$ cat config.mk
export PLATFORM = sky130hd
export DESIGN_NAME = charge_count_interrupt_logic
export DESIGN_NICKNAME = d
export VERILOG_FILES = /design/src/logic/charge_count_pkg.sv /design/src/logic/clear_width_filter.sv /design/src/logic/charge_count_interrupt_logic.sv
export SDC_FILE = /design/constraint.sdc
export NUM_CORES = 1
export LEC_CHECK = 0
export ABC_CLOCK_PERIOD_IN_PS = 6460
export BUFFER_PORTS_ARGS = -buffer_cell sky130_fd_sc_hd__buf_4
export CORE_MARGIN = 2
export CORE_UTILIZATION = 40
export CTS_BUF_LIST = sky130_fd_sc_hd__clkbuf_4 sky130_fd_sc_hd__clkbuf_8
export CTS_CLUSTER_DIAMETER = 40
export DETAILED_ROUTE_END_ITERATION = 10
export SLEW_MARGIN = 20
export SYNTH_ARGS = -nofsm -noshare
export SYNTH_HDL_FRONTEND = slang
export SYNTH_SLANG_ARGS = --single-unit
$ cat constraint.sdc
create_clock -name i_mclk -period 6.46 [get_ports i_mclk]
set_clock_uncertainty 0.2 [all_clocks]
set_input_delay 0.323 -clock i_mclk [delete_from_list [all_inputs] [get_ports i_mclk]]
set_output_delay 0.323 -clock i_mclk [all_outputs]
set_load 0.01 [all_outputs]
$ cat src/logic/charge_count_pkg.sv
// ****************************************************************************
// Shared constants and types for the charge counter back end.
// ****************************************************************************
package charge_count_pkg;

   // Core clock rate in MHz (period 20 ns).
   localparam int CLK_MHZ = 50;

   // Least clear low time before the flag releases, in microseconds.
   localparam int CLEAR_MIN_US = 20;
   // Cycles that the clear must exceed while low.
   localparam int CLEAR_CYC = CLEAR_MIN_US * CLK_MHZ;

   // Least interrupt low time, in microseconds.
   localparam int INT_MIN_US = 1;
   // Cycles that the interrupt must stand low at least.
   localparam int INT_MIN_CYC = INT_MIN_US * CLK_MHZ;

   // Least initialisation interval after reset or wake, in milliseconds.
   localparam int INIT_MIN_MS = 5;
   // Cycles of the initialisation interval.
   localparam int INIT_CYC = INIT_MIN_MS * 1000 * CLK_MHZ;

   // Extra time before the count tracks the sense voltage, in milliseconds.
   localparam int SETTLE_MS = 80;
   // Cycles of the settling interval.
   localparam int SETTLE_CYC = SETTLE_MS * 1000 * CLK_MHZ;

   // Ramp interval at full-scale input, in microseconds.
   localparam int RAMP_FS_US = 600;
   // Cycles of the shortest legal ramp interval.
   localparam int RAMP_FS_CYC = RAMP_FS_US * CLK_MHZ;

   // Width of the clear filter counter.
   localparam int CLEAR_W = 11;
   // Width of the interrupt age counter.
   localparam int AGE_W = 7;

   // Wide timer used for initialisation, settling and ramp spacing.
   typedef logic [22:0] timer_type;
   // Signed charge counter.
   typedef logic signed [11:0] count_type;
   // Clear filter counter.
   typedef logic [CLEAR_W-1:0] clear_cnt_type;
   // Interrupt age counter.
   typedef logic [AGE_W-1:0] age_type;

   // Counter reference value and the two wrap points, 1024 steps away.
   localparam count_type COUNT_REF    = 12'sh000;
   localparam count_type COUNT_TOP    = 12'sh400;
   localparam count_type COUNT_BOTTOM = 12'shc00;
   localparam count_type COUNT_UP     = 12'sh001;
   localparam count_type COUNT_DOWN   = 12'shfff;

   // Filter count at which the clear has been low longer than the minimum.
   localparam clear_cnt_type CLEAR_HIT = clear_cnt_type'(CLEAR_CYC + 1);
   // Age at which the interrupt has stood low long enough.
   localparam age_type INT_AGE_MIN = age_type'(INT_MIN_CYC);

   // One-hot operating modes.
   typedef enum logic [2:0]
   {
      ST_SLEEP = 3'h1,
      ST_INIT  = 3'h2,
      ST_RUN   = 3'h4
   } mode_type;

endpackage

$ cat src/logic/clear_width_filter.sv
`timescale 1ns/10ps
// ****************************************************************************
// Clear input width filter.
// ****************************************************************************
module clear_width_filter
(
   input  wire logic i_mclk,         // Core clock.
   input  wire logic i_reset_n,      // Synchronous reset, active low.
   input  wire logic i_enable,       // High while the counter runs.
   input  wire logic i_flag_clear_n, // Clear input, active low.
   output logic      o_clear_hit     // Clear held low past the minimum.
);

   // State of the filter.
   typedef struct packed
   {
      charge_count_pkg::clear_cnt_type cnt; // Low time seen so far.
      logic                            hit; // Registered result.
   } filt_state_type;

   filt_state_type s_r;   // Present state.
   filt_state_type s_nxt; // Next state.

   // ************************************************************************
   // Next state.
   // ************************************************************************
   // Counts low samples and saturates, so a short glitch never releases.
   always_comb
   begin
      s_nxt = s_r;
      if (!i_enable || i_flag_clear_n)
      begin
         // A high sample restarts the measurement.
         s_nxt.cnt = '0;
      end
      else if (s_r.cnt != charge_count_pkg::CLEAR_HIT)
      begin
         // Still low and not yet long enough.
         s_nxt.cnt = s_r.cnt + 1'b1;
      end
      s_nxt.hit = (s_nxt.cnt == charge_count_pkg::CLEAR_HIT);
   end

   // ************************************************************************
   // State register.
   // ************************************************************************
   // Registers the state on every edge.
   always_ff @(posedge i_mclk)
   begin
      if (!i_reset_n)
      begin
         s_r <= '0;
      end
      else
      begin
         s_r <= s_nxt;
      end
   end

   assign o_clear_hit = s_r.hit;

endmodule // clear_width_filter

$ cat src/logic/charge_count_interrupt_logic.sv
`timescale 1ns/10ps
// Notes on behaviour
// - Each ramp reversal steps counter up or down.
// - 1024 reversals between successive charge interrupts.
// - Overflow or underflow latches interrupt low.
// - Direction latched with the interrupt event.
// - Direction low means leaving, released means entering.
// - Unlatched direction output shows live direction.
// - Clear low over 20 us releases interrupt.
// - Counting continues while latched or clearing.
// - Looped clear: interrupt low at least 1 us.
// - Sleep request resets all logic.
// - Sleep releases both open-drain outputs.
// - Waking runs a fresh initialisation interval.
// - Power-up waits at least 5 ms.
// - Tracking valid only 80 ms later.
// - Undervoltage below 2.5 V resets everything.
// - Reset discards the accumulated count.
// - Direction from both switches and ramp.
// - Full-scale ramp interval is 600 us.
// - Clear also unlatches direction output.
module charge_count_interrupt_logic
#(
   parameter int INIT_CYC    = charge_count_pkg::INIT_CYC,   // Initialisation cycles.
   parameter int SETTLE_CYC  = charge_count_pkg::SETTLE_CYC, // Settling cycles.
   parameter int RAMP_FS_CYC = charge_count_pkg::RAMP_FS_CYC // Full-scale ramp cycles.
)
(
   input  wire logic i_mclk,                   // Core clock, 50 MHz.
   input  wire logic i_reset_n,                // Power-on reset, active low.
   input  wire logic i_sleep_request_n,        // Shutdown request, active low.
   input  wire logic i_undervoltage,           // Supply below lockout level.
   input  wire logic i_ramp_rising,            // Present integrator ramp direction.
   input  wire logic i_ramp_switch_a,          // State of reversing switch A.
   input  wire logic i_ramp_switch_b,          // State of reversing switch B.
   input  wire logic i_flag_clear_n,           // Interrupt clear, active low.
   output logic      o_charge_int_n,           // Interrupt pin drive level.
   output logic      o_charge_int_oe_n,        // Interrupt pin enable, low drives.
   output logic      o_current_direction_out,  // Direction pin drive level.
   output logic      o_current_direction_oe_n, // Direction pin enable, low drives.
   output logic      o_tracking_valid,         // Count tracks the sense voltage.
   output logic      o_overrange,              // Reversals came faster than full scale.
   output logic      o_count_lost              // A unit arrived while still latched.
);

   // ************************************************************************
   // Local constants.
   // ************************************************************************
   // Last cycle of the initialisation interval.
   localparam charge_count_pkg::timer_type INIT_LAST   = charge_count_pkg::timer_type'(INIT_CYC - 1);
   // Last cycle of the settling interval.
   localparam charge_count_pkg::timer_type SETTLE_LAST = charge_count_pkg::timer_type'(SETTLE_CYC - 1);
   // Shortest legal spacing between reversals.
   localparam charge_count_pkg::timer_type RAMP_LAST   = charge_count_pkg::timer_type'(RAMP_FS_CYC - 1);

   // ************************************************************************
   // State.
   // ************************************************************************
   // All state of the block.
   typedef struct packed
   {
      charge_count_pkg::mode_type  mode;       // Operating mode.
      charge_count_pkg::timer_type timer;      // Init and settling timer.
      charge_count_pkg::timer_type spacing;    // Cycles since last reversal.
      logic                        seen_rev;   // One reversal seen already.
      charge_count_pkg::count_type count;      // Charge counter.
      logic                        ramp_prev;  // Ramp direction last cycle.
      logic                        dir_live;   // Last valid direction, 1 = leaving.
      logic                        dir_latch;  // Direction of the counted unit.
      logic                        int_latch;  // Interrupt latched.
      charge_count_pkg::age_type   int_age;    // Cycles the interrupt has stood.
      logic                        int_oe_n;   // Registered interrupt enable.
      logic                        dir_oe_n;   // Registered direction enable.
      logic                        tracking;   // Settling over.
      logic                        overrange;  // Sticky fast-reversal flag.
      logic                        lost;       // Sticky lost-unit flag.
   } main_state_type;

   // State after reset, sleep or undervoltage: outputs released, count clear.
   localparam main_state_type SLEEP_STATE = '{
      mode: charge_count_pkg::ST_SLEEP, timer: '0, spacing: '0, seen_rev: 1'b0,
      count: charge_count_pkg::COUNT_REF, ramp_prev: 1'b0, dir_live: 1'b0,
      dir_latch: 1'b0, int_latch: 1'b0, int_age: '0, int_oe_n: 1'b1,
      dir_oe_n: 1'b1, tracking: 1'b0, overrange: 1'b0, lost: 1'b0};

   main_state_type s_r;      // Present state.
   main_state_type s_nxt;    // Next state.
   logic           run;      // Counting mode.
   logic           sw_valid; // Switches in a defined position.
   logic           leaving;  // Direction now, 1 = out of the battery.
   logic           reversal; // Ramp changed direction this cycle.
   logic           wrap;     // Counter reaches a wrap point.
   logic           release_int; // Clear releases the interrupt.
   logic           clear_hit;   // Filtered clear.
   charge_count_pkg::count_type step;    // Counter step.
   charge_count_pkg::count_type stepped; // Counter after the step.

   // ************************************************************************
   // Clear filter.
   // ************************************************************************
   clear_width_filter u_clear_filter
   (
      .i_mclk         (i_mclk),
      .i_reset_n      (i_reset_n),
      .i_enable       (run),
      .i_flag_clear_n (i_flag_clear_n),
      .o_clear_hit    (clear_hit)
   );

   // ************************************************************************
   // Event decode.
   // ************************************************************************
   // Derives direction and reversal, and the counter step.
   always_comb
   begin
      run      = (s_r.mode == charge_count_pkg::ST_RUN);
      // Both switches in one position only happens in the break interval.
      sw_valid = i_ramp_switch_a ^ i_ramp_switch_b;
      // Switch A matching the ramp direction means charge leaving; hold while the switches are invalid.
      leaving  = sw_valid ? (i_ramp_switch_a ~^ i_ramp_rising) : s_r.dir_live;
      reversal = run && (i_ramp_rising != s_r.ramp_prev);
      step     = leaving ? charge_count_pkg::COUNT_DOWN : charge_count_pkg::COUNT_UP;
      stepped  = s_r.count + step;
      wrap     = reversal && ((stepped == charge_count_pkg::COUNT_TOP) ||
                              (stepped == charge_count_pkg::COUNT_BOTTOM));
      release_int = s_r.int_latch && clear_hit && (s_r.int_age >= charge_count_pkg::INT_AGE_MIN);
   end

   // ************************************************************************
   // Next state.
   // ************************************************************************
   // Runs the mode sequence, counter, latches and output enables.
   always_comb
   begin
      s_nxt           = s_r;
      s_nxt.ramp_prev = i_ramp_rising;
      s_nxt.dir_live  = leaving;
      case (s_r.mode)
         charge_count_pkg::ST_SLEEP :
         begin
            // Wake into a fresh initialisation interval.
            s_nxt.mode  = charge_count_pkg::ST_INIT;
            s_nxt.timer = '0;
         end
         charge_count_pkg::ST_INIT :
         begin
            // Hold off counting until the interval has passed.
            if (s_r.timer == INIT_LAST)
            begin
               s_nxt.mode  = charge_count_pkg::ST_RUN;
               s_nxt.timer = '0;
            end
            else
            begin
               s_nxt.timer = s_r.timer + 1'b1;
            end
         end
         charge_count_pkg::ST_RUN :
         begin
            // Settling timer for the tracking flag.
            if (s_r.timer == SETTLE_LAST)
            begin
               s_nxt.tracking = 1'b1;
            end
            else
            begin
               s_nxt.timer = s_r.timer + 1'b1;
            end
            // Spacing between reversals, saturating.
            if (s_r.spacing != RAMP_LAST)
            begin
               s_nxt.spacing = s_r.spacing + 1'b1;
            end
            // Age of the latched interrupt, saturating at the minimum.
            if (s_r.int_latch && (s_r.int_age != charge_count_pkg::INT_AGE_MIN))
            begin
               s_nxt.int_age = s_r.int_age + 1'b1;
            end
            // Clear releases both the interrupt and the direction latch.
            if (release_int)
            begin
               s_nxt.int_latch = 1'b0;
            end
            // Counting goes on whatever the latch or clear is doing.
            if (reversal)
            begin
               s_nxt.count   = wrap ? charge_count_pkg::COUNT_REF : stepped;
               s_nxt.spacing = '0;
               s_nxt.seen_rev = 1'b1;
               // Faster than the full-scale ramp means an input excursion.
               if (s_r.seen_rev && (s_r.spacing != RAMP_LAST))
               begin
                  s_nxt.overrange = 1'b1;
               end
            end
            // A wrap sets the latch; it wins over a clear in the same cycle.
            if (wrap)
            begin
               if (s_r.int_latch && !release_int)
               begin
                  s_nxt.lost = 1'b1;
               end
               else
               begin
                  s_nxt.int_latch = 1'b1;
                  s_nxt.dir_latch = leaving;
                  s_nxt.int_age   = '0;
               end
            end
         end
         default :
         begin
            s_nxt = SLEEP_STATE;
         end
      endcase
      // Pins drive only in the counting mode that follows this edge, so the live
      // direction already shows in the first counting cycle; low for charge leaving.
      s_nxt.int_oe_n = !((s_nxt.mode == charge_count_pkg::ST_RUN) && s_nxt.int_latch);
      s_nxt.dir_oe_n = !((s_nxt.mode == charge_count_pkg::ST_RUN) &&
                         (s_nxt.int_latch ? s_nxt.dir_latch : s_nxt.dir_live));
      // Shutdown and undervoltage reset everything and drop the count.
      if (!i_sleep_request_n || i_undervoltage)
      begin
         s_nxt = SLEEP_STATE;
      end
   end

   // ************************************************************************
   // State register.
   // ************************************************************************
   // Registers the state on every edge; power-on reset starts asleep.
   always_ff @(posedge i_mclk)
   begin
      if (!i_reset_n)
      begin
         s_r <= SLEEP_STATE;
      end
      else
      begin
         s_r <= s_nxt;
      end
   end

   // ************************************************************************
   // Outputs.
   // ************************************************************************
   assign o_charge_int_n           = 1'b0;
   assign o_charge_int_oe_n        = s_r.int_oe_n;
   assign o_current_direction_out  = 1'b0;
   assign o_current_direction_oe_n = s_r.dir_oe_n;
   assign o_tracking_valid         = s_r.tracking;
   assign o_overrange              = s_r.overrange;
   assign o_count_lost             = s_r.lost;
endmodule // charge_count_interrupt_logic

==> reports/results.tsv <==
metric	value	unit
status	finished, final reports clean	
cts bufs inserted	9	
ys async rst share	0	%
TritonCTS clock tree	built	
Placeable Area	11600	um2
Critical Path Sink Type	flop	
post-synthesis register bit count	89	
Worst-path clk slew	0.09	ns
I/O pin cnt	15	
postcts setup bufs	0	
pwr dens	187	nW/um2
GRT Residual Overflow	0	
drt wl/cell	14.4	um
RSZ-0062 raised after global routing	no	
vias per cell	5.53	
Critical path buffers and inverters	4	
final core utilization	44.8	%
Port Buffer Count	12	
Setup TNS	0	ns
vias post-DR	4069	
CTS max path bufs	2	
Slowest-stage cell, CP	dlygate4sd3_1	
reg2reg end	s_r[10]	
largest net degree at the start of global routing	22	
crit path cell chain	dlygate4sd3_1, buf_4, o31ai_2, buf_4, ha_1, and3_1, a22o_1, or3_1, a2111o_1, nor4_4, a311oi_1, buf_4, a21o_1, a22o_1	
Total Power	966	uW
Synth cell types	65	
Met2 Wirelength	4720	um
vias in the first global route	3800	
Starting Density	41.4	%
worst skew pair latency	0.38	ns
die span in x	113	um
post-route antenna net violation count	0	
Pre-Repair DR Iteration Count	4	
largest family of logic cells by synthesized area	simple AND/OR/NAND/NOR gates	
CTS sink count	89	
Syn Area/Cell	8.27	um2
die extent in y	113	um
MaxCap Viol Count	0	
final net count	614	
Largest stage delay, worst path	0.54	ns
first-pass GRT wire length	17900	um
floorplan row count	39	
CTS H-Tree Depth	3	
R2R depth	13	
GRT Resource Usage Total	17.1	%
Syn. warnings	0	
M1 WL	5360	um
maximum vdd ir drop	0.0938	mV
antenna diode count	0	
Post-synth EDFFs	0	
Area Overhead vs Synth	8.26	%
Synth Cell Area	4790	um2
most common flop cell mapped by yosys	dfxtp_1	
FMAX	243	MHz
r2r setup slk	2.61	ns
Crit path max-delay family	compound AO/OA/AOI/OAI gates	
leakage	0.00182	uW
Synth Area in Simple Gates	30.4	%
Worst-Margin Slew	0.834	ns
reg-to-reg startpoint	s_r[14]	
# fillers	1158	
crit path DAT	4.19	ns
Hold Crit Class	in2reg	
Final Hold Violating Endpoints	0	
startpoint types	input port	
gpl congestion	0.884	
DRC violations left	0	
Max-slew headroom	43.9	%
hold_buf cts	1	
Mapped Cells	579	
Crit path top cell by count	buf_4	
multiplexer area fraction after synthesis	0.418	%
HPWL after DPL	7660	um
Post-Route WL	10600	um
Final min period	4.11	ns
area share of fa/ha/maj cells after synthesis	4.86	%
Critical Path RT	6.54	ns
Finished Layout Cells	736	
crit path kind	in2reg	
number of setup violations in the final report	0	
layout cells sized above 1	8.09	%
final period utilization	63.6	%
Top Metal Used	met4	
Compound-Gate Fraction of Synth Area	15.7	%
Root Buffer Master	clkbuf_8	
Seq/Total Area, Yosys	37.2	%
Placed Cells	719	
CP Depth	14	
antenna violations before repair	0	
Crit Path Max Fanout	14	
Pins Over Slew Limit	0	
HP Start	i_reset_n	
worst hold path depth	3	
Initial DRC Count	191	
Post-Synth XOR/XNOR Area	8.42	%
hold endpoint	u_clear_filter.s_r[11]	
Post-CTS Resized	0	
Die ar.	12900	um2
met3 wire len	322	um
## metrics by stage
| stage | area [um2] | hold slack [ns] | worst slack, ns |
|---|---|---|---|
| after floorplan | 4790 | 0.232 | 2.08 |
| after global placement | 4980 | 0.255 | 2.40 |
| after detailed placement | 4980 | 0.251 | 2.36 |
| after CTS | 5180 | 0.0182 | 2.38 |
| after global routing | 5180 | 0.0429 | 2.14 |
| final | 5180 | 0.0372 | 2.35 |
## cell usage after synthesis (all sizes together) (4+ instances only)
| cell type | count | area [um2] |
|---|---|---|
| a21o | 7 | 52.6 |
| nor4 | 9 | 92.6 |
| or3 | 12 | 76.3 |
| clkbuf | 11 | 41.3 |
| or2 | 5 | 31.3 |
| or4 | 8 | 60.1 |
| nand2b | 7 | 43.8 |
| o21ai | 25 | 125 |
| inv | 12 | 45.0 |
| ha | 17 | 213 |
| nor3 | 18 | 90.1 |
| and3 | 12 | 80.1 |
| nor2b | 8 | 50.1 |
| xor2 | 31 | 272 |
| a22oi | 5 | 37.5 |
| a22o | 7 | 61.3 |
| a21oi | 29 | 145 |
| nand4 | 19 | 119 |
| buf | 7 | 52.5 |
| nor2 | 84 | 315 |
| xnor2 | 15 | 131 |
| dfxtp | 89 | 1780 |
| a211oi | 5 | 37.5 |
| nand2 | 52 | 195 |
| nand3 | 24 | 130 |
| nor4b | 4 | 35.0 |
| a31oi | 9 | 56.3 |
## power by group
group          internal, uW  switching, uW
clock network           165            203
logic                  16.8           31.1
registers               549          0.917
## cell families (layout without fill, tap and decap cells)
logic type,count (synthesis),in the layout
simple gates,278,278
compound gates,115,115
flops,89,89
xor+xnor,46,46
buf+inv,30,43
fa+ha+maj,18,18
mux,2,2
other cells,1,2
## registers in the layout, summed over array words and instances (netlist names)
register / flops
o_tracking_valid: 1
o_count_lost: 1
u_clear_filter.s_r: 11
o_charge_int_oe_n: 1
o_overrange: 1
u_clear_filter.o_clear_hit: 1
o_current_direction_oe_n: 1
s_r: 72
## cell type report
cell class                      count  area, um2  share of cell area (%)
Multi-Input combinational cell    461       2870                    55.5
Clock buffer                       12        159                    3.07
Sequential cell                    89       1780                    34.4
Tap cell                          143        179                    3.45
Clock inverter                      4       27.5                   0.531
Inverter                           12       45.0                   0.869
Timing Repair Buffer               15        115                    2.22
## worst max-delay path by stage
| stage | slack [ns] | startpoint | to |
|---|---|---|---|
| 2_1_floorplan | 2.08 | i_ramp_switch_a | s_r[10] |
| 3_3_place_gp | 2.40 | i_ramp_switch_a | s_r[10] |
| 3_5_place_dp | 2.36 | i_ramp_switch_a | s_r[10] |
| 4_1_cts | 2.38 | i_ramp_rising | s_r[6] |
| 5_1_grt | 2.14 | i_ramp_rising | s_r[10] |
| 6_report | 2.35 | i_ramp_rising | s_r[10] |
## placed cells by master (no fill, tap or decap), types with 3 or more instances in the layout
cell,n
nor4b_1,4
nand3b_1,3
a22o_1,7
nor3_1,18
and3_1,11
xor2_1,31
ha_1,17
a31oi_1,9
xnor2_1,15
or2_2,4
a21o_1,7
nor2b_1,8
nand2b_1,7
or4_1,8
dfxtp_1,89
nand3_1,22
nand2_1,52
a21oi_1,29
nor4_1,6
nor2_1,84
o21ai_0,24
inv_1,12
nand4_1,19
a22oi_1,5
or3_1,11
a311oi_1,3
clkbuf_8,11
buf_4,14
a211oi_1,5
o21a_1,3
## worst min-delay path: cells and delay by family
kind	cells	cell delay, ns
AND/OR/NAND/NOR	1	0.09
buffers and inverters	2	0.16
## metal layers
layer,up-vias,global-route usage (%)
met5,-,0
met1,1895,23.7
li1,2101,-
met3,13,2.71
met4,0,7.80
met2,60,26.4
Note: power is estimated with default switching activity, not from simulation.
